$ cat src/rtl/sgc_pkg.sv
// Constants, types and register map of the sleep gating and reset cause controller.
// Assumes a single system clock; all users import the whole package.
// Behaviour
// - Sleep-enabled peripherals stay clocked during sleep
// - Sleep settings retained, inert while gating off
// - Gating off keeps every peripheral clocked
// - Clocked peripherals can wake the processor
// - Processor halted from sleep entry until wake
// - PWM clock divides processor clock by 1..64
// - Selected PWM ratio reads back as configured
// - Software reset resets all but cause store
// - Software reset keeps flags, adds software flag
// - Cause flags sticky until cleared or external reset
// - Six independent cause flags, read together
// - Clear touches only selected cause flags
// - SRAM size in bytes is readable
// - Optional pin presence is readable
package sgc_pkg;

	// ----------------------------------------
	// Register offsets (byte addresses)
	// ----------------------------------------
	localparam int ADDR_W = 8;
	localparam logic [7:0] OFF_CTRL = 8'h00;
	localparam logic [7:0] OFF_SLEEP_EN = 8'h04;
	localparam logic [7:0] OFF_PWM_DIV = 8'h08;
	localparam logic [7:0] OFF_CAUSE = 8'h0c;
	localparam logic [7:0] OFF_SRAM = 8'h10;
	localparam logic [7:0] OFF_PIN_LO = 8'h14;
	localparam logic [7:0] OFF_PIN_HI = 8'h18;
	localparam logic [7:0] OFF_STATUS = 8'h1c;
	localparam logic [7:0] OFF_INT_STAT = 8'h20;
	localparam logic [7:0] OFF_INT_MASK = 8'h24;

	// ----------------------------------------
	// Field positions
	// ----------------------------------------
	localparam int CTRL_GATE_BIT = 0;
	localparam int CTRL_SWRST_BIT = 1;
	localparam int STAT_SLEEP_BIT = 0;
	localparam int INT_W = 2;
	localparam int INT_WAKE_BIT = 0;
	localparam int INT_SLEEP_BIT = 1;
	localparam int CAUSE_W = 6;
	localparam int CAUSE_EXT_BIT = 0;
	localparam int CAUSE_POR_BIT = 1;
	localparam int CAUSE_BOR_BIT = 2;
	localparam int CAUSE_WDOG_BIT = 3;
	localparam int CAUSE_SW_BIT = 4;
	localparam int CAUSE_LDO_BIT = 5;
	localparam int PIN_SLOW_CLOCK_BIT = 32;

	// ----------------------------------------
	// Reset values
	// ----------------------------------------
	localparam logic GATE_EN_RST = 1'b0;
	localparam logic [INT_W-1:0] INT_MASK_RST = 2'h0;
	localparam logic [CAUSE_W-1:0] CAUSE_RST = 6'h00;

	// ----------------------------------------
	// Bus responses
	// ----------------------------------------
	localparam logic [1:0] RESP_OKAY = 2'h0;
	localparam logic [1:0] RESP_SLVERR = 2'h2;

	// ----------------------------------------
	// Timing
	// ----------------------------------------
	localparam int CLK_PERIOD_NS = 50;
	localparam int SW_RST_TIME_NS = 800;
	localparam int SW_RST_CYCLES = (SW_RST_TIME_NS + CLK_PERIOD_NS - 1) / CLK_PERIOD_NS;

	// ----------------------------------------
	// Types
	// ----------------------------------------
	typedef enum logic [2:0] {
		pwm_clock_ratio_1 = 3'h0,
		pwm_clock_ratio_2 = 3'h1,
		pwm_clock_ratio_4 = 3'h2,
		pwm_clock_ratio_8 = 3'h3,
		pwm_clock_ratio_16 = 3'h4,
		pwm_clock_ratio_32 = 3'h5,
		pwm_clock_ratio_64 = 3'h6
	} sgc_pwm_ratio_e;

	typedef enum logic {
		PWR_RUN = 1'b0,
		PWR_SLEEP = 1'b1
	} sgc_pwr_e;

endpackage : sgc_pkg

$ cat src/rtl/sgc_sub_if.sv
// Carrier between the controller top and its two helpers.
// Assumes all three ends share one clock.
`timescale 1ns/1ns
interface sgc_sub_if;
	import sgc_pkg::*;
	logic [CAUSE_W-1:0] clr_mask;
	logic clr_stb;
	logic swrst_req;
	logic [CAUSE_W-1:0] flags;
	logic [2:0] div_code;
	logic pwm_tick;

	modport top_end(output clr_mask, clr_stb, swrst_req, div_code, input flags, pwm_tick);
	modport cause_end(input clr_mask, clr_stb, swrst_req, output flags);
	modport div_end(input div_code, output pwm_tick);
endinterface : sgc_sub_if

$ cat src/rtl/sgc_pwm_div.sv
// PWM clock-enable divider: one tick every 2**code processor clocks.
// Assumes the code is already screened to the legal ratios.
`timescale 1ns/1ns
module sgc_pwm_div import sgc_pkg::*; #(
	parameter int CNT_W = 6
) (
	// Clock and reset
	input wire logic clock,
	input wire logic rst_n,
	input wire logic clk_en,
	// Helper link
	sgc_sub_if.div_end sub
);

	initial begin
		if (CNT_W < 6) begin
			$error("sgc_pwm_div: CNT_W too small for ratio 64");
		end
	end

	logic [CNT_W-1:0] cnt_q, cnt_d;
	logic [2:0] code_q, code_d;
	logic tick_q, tick_d;
	logic [CNT_W:0] span;

	always_comb begin
		span = (CNT_W+1)'(1) << sub.div_code;
		code_d = sub.div_code;
		tick_d = 1'b0;
		if (code_q != sub.div_code) begin
			// Restart with a tick so no gap ever spans two ratios
			cnt_d = '0;
			tick_d = 1'b1;
		end else if (cnt_q == CNT_W'(span - 1'b1)) begin
			cnt_d = '0;
			tick_d = 1'b1;
		end else begin
			cnt_d = cnt_q + 1'b1;
		end
	end

	always_ff @(posedge clock) begin
		if (!rst_n) begin
			cnt_q <= '0;
			code_q <= 3'h0;
			tick_q <= 1'b0;
		end else if (clk_en) begin
			cnt_q <= cnt_d;
			code_q <= code_d;
			tick_q <= tick_d;
		end
	end

	assign sub.pwm_tick = tick_q;

endmodule : sgc_pwm_div

$ cat src/rtl/sgc_reset_cause.sv
// Sticky reset-cause store and software reset pulse generator.
// Assumes hw_rst_n comes only from power-on or the reset pin, never from the
// software reset this module drives out.
`timescale 1ns/1ns
module sgc_reset_cause import sgc_pkg::*; (
	// Clock and reset
	input wire logic clock,
	input wire logic hw_rst_n,
	input wire logic clk_en,
	// Asynchronous reset-source events
	input wire logic ext_rst_evt,
	input wire logic por_evt,
	input wire logic bor_evt,
	input wire logic wdog_evt,
	input wire logic ldo_evt,
	// Helper link
	sgc_sub_if.cause_end sub,
	// Device-wide software reset
	output logic sys_rst_n
);

	localparam int NSRC = 5;
	localparam logic [4:0] SW_RST_CNT = 5'(SW_RST_CYCLES);

	logic [NSRC-1:0] s1_q, s2_q, s3_q;
	logic [CAUSE_W-1:0] flags_q, flags_d, set_vec;
	logic [4:0] cnt_q, cnt_d;
	logic rst_n_q, rst_n_d;
	logic [NSRC-1:0] rise;

	always_comb begin
		rise = s2_q & ~s3_q;
		set_vec = '0;
		set_vec[CAUSE_EXT_BIT] = rise[0];
		set_vec[CAUSE_POR_BIT] = rise[1];
		set_vec[CAUSE_BOR_BIT] = rise[2];
		set_vec[CAUSE_WDOG_BIT] = rise[3];
		set_vec[CAUSE_LDO_BIT] = rise[4];
		cnt_d = cnt_q;
		if (cnt_q != 5'h0) begin
			cnt_d = cnt_q - 5'h1;
		end else if (sub.swrst_req) begin
			cnt_d = SW_RST_CNT;
			set_vec[CAUSE_SW_BIT] = 1'b1;
		end
		flags_d = flags_q;
		if (sub.clr_stb) begin
			flags_d = flags_q & ~sub.clr_mask;
		end
		// A new cause wins over a clear in the same cycle
		flags_d = flags_d | set_vec;
		if (rise[0]) begin
			flags_d = set_vec;
		end
		rst_n_d = (cnt_d == 5'h0);
	end

	always_ff @(posedge clock) begin
		if (!hw_rst_n) begin
			s1_q <= '0;
			s2_q <= '0;
			s3_q <= '0;
			flags_q <= CAUSE_RST;
			cnt_q <= 5'h0;
			rst_n_q <= 1'b1;
		end else if (clk_en) begin
			s1_q <= {ldo_evt, wdog_evt, bor_evt, por_evt, ext_rst_evt};
			s2_q <= s1_q;
			s3_q <= s2_q;
			flags_q <= flags_d;
			cnt_q <= cnt_d;
			rst_n_q <= rst_n_d;
		end
	end

	assign sub.flags = flags_q;
	assign sys_rst_n = rst_n_q;

endmodule : sgc_reset_cause

$ cat src/rtl/sgc_ctrl.sv
// Top of the sleep clock gating and reset cause controller, AXI4-Lite slave.
// Assumes sys_rst_n is routed back into rst_n by the system; hw_rst_n only
// follows power-on and the reset pin.
//
// The AXI4-Lite interface to the registers and the address map were decided locally.
`timescale 1ns/1ns
module sgc_ctrl import sgc_pkg::*; #(
	parameter int NUM_PERIPH = 32,
	parameter logic [31:0] SRAM_BYTES = 32'h0000_4000,
	parameter logic [63:0] PIN_MASK = 64'h0000_0001_ffff_ffff
) (
	// Clock and resets
	input wire logic clock,
	input wire logic rst_n,
	input wire logic hw_rst_n,
	input wire logic clk_en,
	// AXI4-Lite write address and data
	input wire logic [ADDR_W-1:0] s_axi_awaddr,
	input wire logic s_axi_awvalid,
	output logic s_axi_awready,
	input wire logic [31:0] s_axi_wdata,
	input wire logic [3:0] s_axi_wstrb,
	input wire logic s_axi_wvalid,
	output logic s_axi_wready,
	// AXI4-Lite write response
	output logic [1:0] s_axi_bresp,
	output logic s_axi_bvalid,
	input wire logic s_axi_bready,
	// AXI4-Lite read
	input wire logic [ADDR_W-1:0] s_axi_araddr,
	input wire logic s_axi_arvalid,
	output logic s_axi_arready,
	output logic [31:0] s_axi_rdata,
	output logic [1:0] s_axi_rresp,
	output logic s_axi_rvalid,
	input wire logic s_axi_rready,
	// Processor and peripherals
	input wire logic cpu_sleep_req,
	input wire logic [NUM_PERIPH-1:0] periph_wake_req,
	output logic cpu_halt,
	output logic [NUM_PERIPH-1:0] periph_clk_en,
	output logic pwm_clk_en,
	// Reset sources and software reset
	input wire logic ext_rst_evt,
	input wire logic por_evt,
	input wire logic bor_evt,
	input wire logic wdog_evt,
	input wire logic ldo_evt,
	output logic sys_rst_n,
	// Interrupt
	output logic irq
);

	initial begin
		if (NUM_PERIPH < 1 || NUM_PERIPH > 32) begin
			$error("sgc_ctrl: NUM_PERIPH must be 1..32");
		end
	end

	sgc_sub_if sub ();

	// ----------------------------------------
	// State
	// ----------------------------------------
	logic gate_en_q, gate_en_d;
	logic [NUM_PERIPH-1:0] sleep_en_q, sleep_en_d;
	logic [2:0] div_code_q, div_code_d;
	logic [INT_W-1:0] int_stat_q, int_stat_d;
	logic [INT_W-1:0] int_mask_q, int_mask_d;
	logic irq_q, irq_d;
	sgc_pwr_e pwr_q, pwr_d;
	logic halt_q, halt_d;
	logic [NUM_PERIPH-1:0] pclk_q, pclk_d;
	logic pwm_q;
	logic swrst_q, swrst_d;
	logic clr_stb_q, clr_stb_d;
	logic [CAUSE_W-1:0] clr_mask_q, clr_mask_d;

	// AXI slave state
	logic aw_full_q, aw_full_d;
	logic w_full_q, w_full_d;
	logic [ADDR_W-1:0] awaddr_q, awaddr_d;
	logic [31:0] wdata_q, wdata_d;
	logic [3:0] wstrb_q, wstrb_d;
	logic awready_q, awready_d;
	logic wready_q, wready_d;
	logic bvalid_q, bvalid_d;
	logic [1:0] bresp_q, bresp_d;
	logic arready_q, arready_d;
	logic rvalid_q, rvalid_d;
	logic [31:0] rdata_q, rdata_d;
	logic [1:0] rresp_q, rresp_d;

	// ----------------------------------------
	// Per-peripheral sleep gate
	// ----------------------------------------
	logic [NUM_PERIPH-1:0] gate_keep;
	logic [NUM_PERIPH-1:0] wake_src;

	for (genvar i = 0; i < NUM_PERIPH; i++) begin : g_gate
		// Gating only bites in sleep with the global switch on
		assign gate_keep[i] = (pwr_d == PWR_RUN) || !gate_en_q || sleep_en_q[i];
		// A gated peripheral has no clock, so its request is void
		assign wake_src[i] = periph_wake_req[i] && pclk_q[i];
	end

	// ----------------------------------------
	// Helpers
	// ----------------------------------------
	sgc_reset_cause u_cause (
		.clock(clock),
		.hw_rst_n(hw_rst_n),
		.clk_en(clk_en),
		.ext_rst_evt(ext_rst_evt),
		.por_evt(por_evt),
		.bor_evt(bor_evt),
		.wdog_evt(wdog_evt),
		.ldo_evt(ldo_evt),
		.sub(sub.cause_end),
		.sys_rst_n(sys_rst_n)
	);

	sgc_pwm_div #(.CNT_W(6)) u_div (
		.clock(clock),
		.rst_n(rst_n),
		.clk_en(clk_en),
		.sub(sub.div_end)
	);

	assign sub.clr_mask = clr_mask_q;
	assign sub.clr_stb = clr_stb_q;
	assign sub.swrst_req = swrst_q;
	assign sub.div_code = div_code_q;

	// ----------------------------------------
	// Register read mux
	// ----------------------------------------
	function automatic logic [32:0] read_reg(input logic [ADDR_W-1:0] addr);
		logic [32:0] r;
		r = {1'b1, 32'h0};
		unique case (addr)
			OFF_CTRL: r[CTRL_GATE_BIT] = gate_en_q;
			OFF_SLEEP_EN: r[NUM_PERIPH-1:0] = sleep_en_q;
			OFF_PWM_DIV: r[2:0] = div_code_q;
			OFF_CAUSE: r[CAUSE_W-1:0] = sub.flags;
			OFF_SRAM: r[31:0] = SRAM_BYTES;
			OFF_PIN_LO: r[31:0] = PIN_MASK[31:0];
			OFF_PIN_HI: r[31:0] = PIN_MASK[63:32];
			OFF_STATUS: r[STAT_SLEEP_BIT] = halt_q;
			OFF_INT_STAT: r[INT_W-1:0] = int_stat_q;
			OFF_INT_MASK: r[INT_W-1:0] = int_mask_q;
			default: r[32] = 1'b0;
		endcase
		return r;
	endfunction : read_reg

	// ----------------------------------------
	// Next-state logic
	// ----------------------------------------
	logic do_wr;
	logic do_rd;
	logic [31:0] wmask;
	logic [31:0] wnew;
	logic [32:0] rd;
	logic [INT_W-1:0] int_set;
	logic wake;

	always_comb begin
		gate_en_d = gate_en_q;
		sleep_en_d = sleep_en_q;
		div_code_d = div_code_q;
		int_mask_d = int_mask_q;
		swrst_d = 1'b0;
		clr_stb_d = 1'b0;
		clr_mask_d = clr_mask_q;
		int_set = '0;
		aw_full_d = aw_full_q;
		w_full_d = w_full_q;
		awaddr_d = awaddr_q;
		wdata_d = wdata_q;
		wstrb_d = wstrb_q;
		bvalid_d = bvalid_q;
		bresp_d = bresp_q;
		rvalid_d = rvalid_q;
		rdata_d = rdata_q;
		rresp_d = rresp_q;
		wmask = '0;
		wnew = '0;
		rd = '0;

		// Address and data are taken independently, in either order
		if (s_axi_awvalid && awready_q) begin
			aw_full_d = 1'b1;
			awaddr_d = s_axi_awaddr;
		end
		if (s_axi_wvalid && wready_q) begin
			w_full_d = 1'b1;
			wdata_d = s_axi_wdata;
			wstrb_d = s_axi_wstrb;
		end
		if (bvalid_q && s_axi_bready) begin
			bvalid_d = 1'b0;
		end

		do_wr = aw_full_q && w_full_q && !bvalid_q;
		if (do_wr) begin
			wmask = {{8{wstrb_q[3]}}, {8{wstrb_q[2]}}, {8{wstrb_q[1]}}, {8{wstrb_q[0]}}};
			aw_full_d = 1'b0;
			w_full_d = 1'b0;
			bvalid_d = 1'b1;
			bresp_d = RESP_OKAY;
			unique case (awaddr_q)
				OFF_CTRL: begin
					wnew = ({31'h0, gate_en_q} & ~wmask) | (wdata_q & wmask);
					gate_en_d = wnew[CTRL_GATE_BIT];
					swrst_d = wnew[CTRL_SWRST_BIT];
				end
				OFF_SLEEP_EN: begin
					wnew = (32'(sleep_en_q) & ~wmask) | (wdata_q & wmask);
					sleep_en_d = wnew[NUM_PERIPH-1:0];
				end
				OFF_PWM_DIV: begin
					// Codes past the largest ratio are dropped, keeping the last one
					if (wstrb_q[0] && wdata_q[2:0] <= pwm_clock_ratio_64) begin
						div_code_d = wdata_q[2:0];
					end
				end
				OFF_CAUSE: begin
					clr_stb_d = 1'b1;
					clr_mask_d = wdata_q[CAUSE_W-1:0] & wmask[CAUSE_W-1:0];
				end
				OFF_INT_MASK: begin
					wnew = (32'(int_mask_q) & ~wmask) | (wdata_q & wmask);
					int_mask_d = wnew[INT_W-1:0];
				end
				OFF_SRAM, OFF_PIN_LO, OFF_PIN_HI, OFF_STATUS, OFF_INT_STAT: begin
					bresp_d = RESP_OKAY;
				end
				default: bresp_d = RESP_SLVERR;
			endcase
		end

		do_rd = s_axi_arvalid && arready_q;
		if (rvalid_q && s_axi_rready) begin
			rvalid_d = 1'b0;
		end
		if (do_rd) begin
			rd = read_reg(s_axi_araddr);
			rvalid_d = 1'b1;
			rdata_d = rd[31:0];
			rresp_d = rd[32] ? RESP_OKAY : RESP_SLVERR;
		end

		// Sleep sequencing
		wake = |wake_src;
		pwr_d = pwr_q;
		unique case (pwr_q)
			PWR_RUN: begin
				if (cpu_sleep_req) begin
					pwr_d = PWR_SLEEP;
					int_set[INT_SLEEP_BIT] = 1'b1;
				end
			end
			PWR_SLEEP: begin
				if (wake) begin
					pwr_d = PWR_RUN;
					int_set[INT_WAKE_BIT] = 1'b1;
				end
			end
		endcase
		halt_d = (pwr_d == PWR_SLEEP);
		pclk_d = gate_keep;

		// Read clears the sticky bits, a same-cycle event survives
		int_stat_d = int_stat_q;
		if (do_rd && s_axi_araddr == OFF_INT_STAT) begin
			int_stat_d = '0;
		end
		int_stat_d = int_stat_d | int_set;
		irq_d = |(int_stat_d & int_mask_d);

		// One write and one read at a time
		awready_d = !aw_full_d && !bvalid_d;
		wready_d = !w_full_d && !bvalid_d;
		arready_d = !rvalid_d;
	end

	// ----------------------------------------
	// Registers
	// ----------------------------------------
	always_ff @(posedge clock) begin
		if (!rst_n) begin
			gate_en_q <= GATE_EN_RST;
			sleep_en_q <= '0;
			div_code_q <= pwm_clock_ratio_1;
			int_stat_q <= '0;
			int_mask_q <= INT_MASK_RST;
			irq_q <= 1'b0;
			pwr_q <= PWR_RUN;
			halt_q <= 1'b0;
			pclk_q <= '1;
			pwm_q <= 1'b0;
			swrst_q <= 1'b0;
			clr_stb_q <= 1'b0;
			clr_mask_q <= '0;
			aw_full_q <= 1'b0;
			w_full_q <= 1'b0;
			awaddr_q <= '0;
			wdata_q <= '0;
			wstrb_q <= '0;
			awready_q <= 1'b0;
			wready_q <= 1'b0;
			bvalid_q <= 1'b0;
			bresp_q <= RESP_OKAY;
			arready_q <= 1'b0;
			rvalid_q <= 1'b0;
			rdata_q <= '0;
			rresp_q <= RESP_OKAY;
		end else if (clk_en) begin
			gate_en_q <= gate_en_d;
			sleep_en_q <= sleep_en_d;
			div_code_q <= div_code_d;
			int_stat_q <= int_stat_d;
			int_mask_q <= int_mask_d;
			irq_q <= irq_d;
			pwr_q <= pwr_d;
			halt_q <= halt_d;
			pclk_q <= pclk_d;
			pwm_q <= sub.pwm_tick;
			swrst_q <= swrst_d;
			clr_stb_q <= clr_stb_d;
			clr_mask_q <= clr_mask_d;
			aw_full_q <= aw_full_d;
			w_full_q <= w_full_d;
			awaddr_q <= awaddr_d;
			wdata_q <= wdata_d;
			wstrb_q <= wstrb_d;
			awready_q <= awready_d;
			wready_q <= wready_d;
			bvalid_q <= bvalid_d;
			bresp_q <= bresp_d;
			arready_q <= arready_d;
			rvalid_q <= rvalid_d;
			rdata_q <= rdata_d;
			rresp_q <= rresp_d;
		end
	end

	// ----------------------------------------
	// Outputs
	// ----------------------------------------
	assign s_axi_awready = awready_q;
	assign s_axi_wready = wready_q;
	assign s_axi_bvalid = bvalid_q;
	assign s_axi_bresp = bresp_q;
	assign s_axi_arready = arready_q;
	assign s_axi_rvalid = rvalid_q;
	assign s_axi_rdata = rdata_q;
	assign s_axi_rresp = rresp_q;
	assign cpu_halt = halt_q;
	assign periph_clk_en = pclk_q;
	assign pwm_clk_en = pwm_q;
	assign irq = irq_q;

endmodule : sgc_ctrl

$ cat config.mk
export PLATFORM = sky130hd
export DESIGN_NAME = sgc_ctrl
export DESIGN_NICKNAME = d
export VERILOG_FILES = /design/src/rtl/sgc_pkg.sv /design/src/rtl/sgc_sub_if.sv /design/src/rtl/sgc_pwm_div.sv /design/src/rtl/sgc_reset_cause.sv /design/src/rtl/sgc_ctrl.sv
export SDC_FILE = /design/constraint.sdc
export NUM_CORES = 1
export LEC_CHECK = 0
export ABC_AREA = 1
export BUFFER_PORTS_ARGS = -buffer_cell sky130_fd_sc_hd__buf_2
export CAP_MARGIN = 10
export CORE_ASPECT_RATIO = 1.1
export CORE_MARGIN = 1.5
export CORE_UTILIZATION = 50
export CTS_CLUSTER_DIAMETER = 40
export DETAILED_ROUTE_END_ITERATION = 10
export PLACE_DENSITY = 0.83
export SYNTH_ARGS = -nofsm -noshare
export SYNTH_HDL_FRONTEND = slang
export SYNTH_HIERARCHICAL = 1
export SYNTH_SLANG_ARGS = --single-unit
$ cat constraint.sdc
create_clock -name clock -period 1.3 [get_ports clock]
set_input_delay 0.26 -clock clock [delete_from_list [all_inputs] [get_ports clock]]
set_output_delay 0.26 -clock clock [all_outputs]
set_load 0.05 [all_outputs]
==> summary.txt, run 1 <==
Logic synthesis
  – Post-synthesis mux area share: 0%
  – Seq/Total Area, Yosys: 46.5%
  – Synth Area in Simple Gates: roughly 23%
  – Largest family of logic cells by synthesized area: simple AND/OR/NAND/NOR gates
  – Synth warn: 6
  – Synth Area in XOR/XNOR: 0.794%
  – Avg Inst Size Synth: 7.44 µm²
  – Synth Register Bits: 205
  – FFs w/ async S/R, synth: 0%
  – Mapped Cells: 1185
  – Count of cell types in the netlist: 45
  – Mapped Area: 8820 µm²
  – Primary FF master, synth: dfxtp_1
  – Adder-cell share of the synthesized area: 0.284%
  – Post-synth EDFFs: 0
  – Compound-gate portion of the synthesized area: 20.3%

Global routing
  – Largest net degree at the start of global routing: 66
  – Overflow left after global routing: 6
  – Overall global routing resource usage: 74.2%

Placement
  – IO buf count: 173
  – HPWL after DPL: 17.8 mm
  – DP Worst Slack: -292 ps
  – Final GP Congestion: a little under 0.9

Floorplan
  – Die height: 142 µm
  – Rows: 50
  – Die width: 130 µm
  – Initial Utilization: 51.5%
  – I/O Pins: about 180

Clock network
  – TritonCTS Sinks: 205
  – CTS root buffer: clkbuf_16
  – H-Tree Level Count: 1
  – CTS buffer count: 27
  – Clk buf depth: 3

Outcome
  – Status: did not finish
  – Halt Reason: [ERROR GRT-0232] Routing congestion too high. Check the congestion heatmap in the GUI.
  – Failing step: 5_1_grt

Timing
  – Worst setup endpoint GRT: periph_clk_en[21]$_SDFFE_PN1P_/D
  – Worst endpoint type: sequential cell input
## layer usage
metal / global-route usage [%] / overflow
met1: 72.5 / 0
met2: 83.8 / 0
met3: 72.0 / 0
met4: 66.0 / 6
met5: 54.1 / 0
## synth_stat cells, drive strengths merged (2+ instances only)
| master | number | area share, % |
|---|---|---|
| a31oi | 2 | 0.14 |
| nand3b | 3 | 0.26 |
| nand3 | 55 | 3.9 |
| o211ai | 5 | 0.43 |
| xor2 | 7 | 0.69 |
| buf | 30 | 2.0 |
| nand2 | 238 | 10 |
| inv | 127 | 5.5 |
| a211oi | 6 | 0.85 |
| nor3 | 10 | 0.75 |
| ha | 2 | 0.28 |
| nor2 | 79 | 4.2 |
| clkbuf | 41 | 1.7 |
| a21oi | 180 | 10 |
| nand4 | 37 | 2.6 |
| o21ai | 143 | 8.2 |
| dfxtp | 205 | 47 |
| or2 | 6 | 0.43 |
## cell families after synthesis
| logic type | count (synthesis) |
|---|---|
| simple gates | 429 |
| compound gates | 341 |
| flops | 205 |
| buf+inv | 199 |
| xor+xnor | 8 |
| fa+ha+maj | 2 |
| other cells | 1 |
## stage by stage
step	cells	hold slack [ps]	util (%)	cell area, µm²
floorplan	1186	369	-	9020
global placement	1639	429	63.3	10800
detailed placement	1639	432	63.3	10800
CTS	1734	2.05	77.8	13300
## timing repair
action / in CTS
cloned: 6
endpoints found under the hold margin: 5
pin swaps: 32
resized for setup: 348
buffers inserted: 36
endpoints found under the setup margin: 169
hold buffers: 5
==> run 2: changes to the inputs <==
CORE_ASPECT_RATIO = unset   (was 1.1)
CORE_UTILIZATION = 35   (was 50)
CTS_CLUSTER_DIAMETER = unset   (was 40)
PLACE_DENSITY = unset   (was 0.83)
PLACE_DENSITY_LB_ADDON = 0.15   (was unset)
clock period = 1.7 ns   (was 1.3 ns; I/O delays follow)
==> run 2 against run 1 <==
Compared with the run above:
- the flow now finishes without violations
- synthesized cell count did not move
- area after synthesis unchanged
==> summary.txt, run 2 <==
Outcome
  – Status: completed

Critical path
  – CP Capture Type: output port
  – Reg2reg end: periph_clk_en[29]
  – Critical Path AT: 1270 ps
  – Crit-path max FO: 3
  – Worst reg2reg setup slack: 100 ps
  – Reg2reg path depth: 11
  – CP Launch Type: flop
  – Reg-to-reg critical path startpoint: periph_clk_en[4]
  – Critical Path Source: s_axi_bvalid
  – Critical path data required time: 1360 ps
  – Critical path destination: s_axi_bvalid
  – Critical path class: flop to output port

Detailed routing
  – Vias per cell: around 4.9
  – DR WL/cell: 15.3 µm
  – 1st-iter DRT viols: 454
  – Drt pass-1 iters: 5
  – WL final: about 26 mm
  – Vias: 8254
  – DRC: 0
  – Final ANT Viol Nets: 0

Run
  – Max-cap check violation count: 0

Cells and area
  – Share of layout cells above drive strength 1: 22.1%
  – Final cell count without fillers: 1701
  – Multi-input gate area: 3900 µm²
  – Layout area overhead: 23.9%
  – Register area: 4110 µm²
  – Final net count: 1465
  – Antenna diode count: 0
  – Most common cell after layout, fill and taps aside: nand2_1
  – Most frequent cells in the layout: nand2_1, dfxtp_1, a21oi_1
  – Filler Cell Count: 2567

Logic synthesis
  – Synth top area share: around 47%
  – Post-synthesis mux area share: 0%
  – Avg Inst Size Synth: about 7.4 µm²
  – Top post-synthesis cells by area: dfxtp_1, a21oi_1, nand2_1
  – Synth cell count leaders: nand2_1, dfxtp_1, a21oi_1, inv_1, o21ai_0
  – Synth Area in Simple Gates: a little under a quarter
  – Count of cell types in the netlist: 45
  – Synth Area in XOR/XNOR: 0.794%
  – Synth warn: 6
  – Compound-gate portion of the synthesized area: 20.3%
  – Most common cell in the synthesized netlist: nand2_1
  – Post-synthesis cell type with the largest combined area: dfxtp_1
  – Primary FF master, synth: dfxtp_1
  – Seq/Total Area, Yosys: 46.5%
  – Mapped Cells: 1185
  – Mapped Area: between 8000 and 9000 µm²
  – Largest family of logic cells by synthesized area: simple AND/OR/NAND/NOR gates
  – Adder-cell share of the synthesized area: 0.284%
  – FFs w/ async S/R, synth: 0%
  – Post-synth EDFFs: 0
  – Synth Register Bits: 205

Clock network
  – CTS buffer count: 23
  – TritonCTS Sinks: 205
  – Hold-fix buffers, CTS: 0
  – CTS root buffer: clkbuf_16
  – Clk buf depth: 3
  – Clock latency on the worst-skew pair: 510 ps
  – CTS clk-pin slew, worst paths: approximately 60 ps
  – H-Tree Level Count: 1
  – CTS tree: done

Global routing
  – Overall global routing resource usage: ~20%
  – Vias in the first global route: 7530
  – Initial antenna violation count: 0
  – First-pass GRT wire length: 41.1 mm
  – Overflow left after global routing: 0
  – Largest net degree at the start of global routing: 80

Timing
  – Slew headroom: between 50% and 60%
  – Setup violations, final: 0
  – Max Freq: 621 MHz
  – Layout Skew: 23.1 ps
  – Tcrit/Tclk final: approximately 95%
  – RSZ-0062 raised after global routing: no
  – Hold Vio Cnt, Final: 0
  – Total negative slack: 0 ps
  – Minimum clock period after layout: around 1600 ps
  – Slew Limit Fails: 0
  – Worst-margin pin slew: around 650 ps

Placement
  – Final GP Congestion: about 0.83
  – IO buf count: 173
  – Cell count after placement: about 1700
  – HPWL after DPL: about 19 mm

Floorplan
  – Initial Utilization: 36.0%
  – Rows: 57
  – Die width: 162 µm
  – Total core area: 24500 µm²
  – Die height: 162 µm
  – I/O Pins: 176
  – Die footprint: 26200 µm²

Pwr
  – Leak Pwr: 0.00460 µW
  – Max VDD drop: 0.674 mV
  – PD cells: 999 nW/µm²

Worst hold path
  – Hold Path Class: primary input to flop
==> run 2: what timing repair did <==
action / CTS / global route
setup buffers: 0 / 0
resized for setup: 0 / 3
endpoints found under the setup margin: 0 / 6
==> run 2: worst max-delay path, stage by stage, from the launching register on <==
cell,delay (ps)
dfxtp_1,380
buf_4,140
buf_2,260
==> run 2: routing by layer <==
metal	routed length [µm]	track usage [%]
met1	12900	28.3
met2	11200	30.3
met3	1620	3.32
met4	415	4.46
met5	0	0
==> run 2: cell type report <==
| cell class | instances | area share (%) |
|---|---|---|
| clock buffers | 31 | 5.63 |
| clock inverters | 7 | 0.595 |
| inverters | 128 | 4.53 |
| multi-input cells | 782 | 35.7 |
| flip-flops and latches | 205 | 37.5 |
| well taps | 324 | 3.71 |
| repair buffers | 224 | 12.3 |
==> run 2: cells by family after synthesis <==
group | count (synthesis)
AO/OA/AOI/OAI | 341
XOR/XNOR | 8
adder cells (fa/ha/maj) | 2
buffers and inverters | 199
flip-flops | 205
other | 1
AND/OR/NAND/NOR | 429
==> run 2: how the worst min path moves through the flow <==
stage | end | startpoint | slack (ps) | cells after the start
3_3_place_gp | wdata_q[16] | wdata_q[16] | 430 | 2
2_1_floorplan | wdata_q[10] | wdata_q[10] | 420 | 2
5_1_grt | u_cause/s1_q[3] | wdog_evt | 50 | 3
6_report | u_cause/s1_q[3] | wdog_evt | 50 | 3
4_1_cts | u_cause/s1_q[1] | por_evt | 30 | 3
3_5_place_dp | wdata_q[20] | wdata_q[20] | 430 | 2
==> run 2: power breakdown <==
group / leakage (µW) / total [µW] / switching (µW) / internal [µW]
Clock: 0.000329 / 4600 / 1920 / 2670
Combinational: 0.00260 / 1240 / 828 / 409
Sequential: 0.00167 / 5080 / 118 / 4970
==> run 2: per-stage QoR <==
stage,setup WS (ps),instance area (µm²),util (%),hold slack (ps),total power (µW)
detailed placement,37.2,10300,41.8,432,6430
global route,1.91,10900,44.6,45.3,11400
finish,90.8,10900,44.6,51.0,10900
CTS,68.9,10900,44.6,31.6,11000
floorplan,42.9,8830,-,420,5970
global placement,39.1,10300,41.8,429,6420
(Power assumes the default switching activity.)
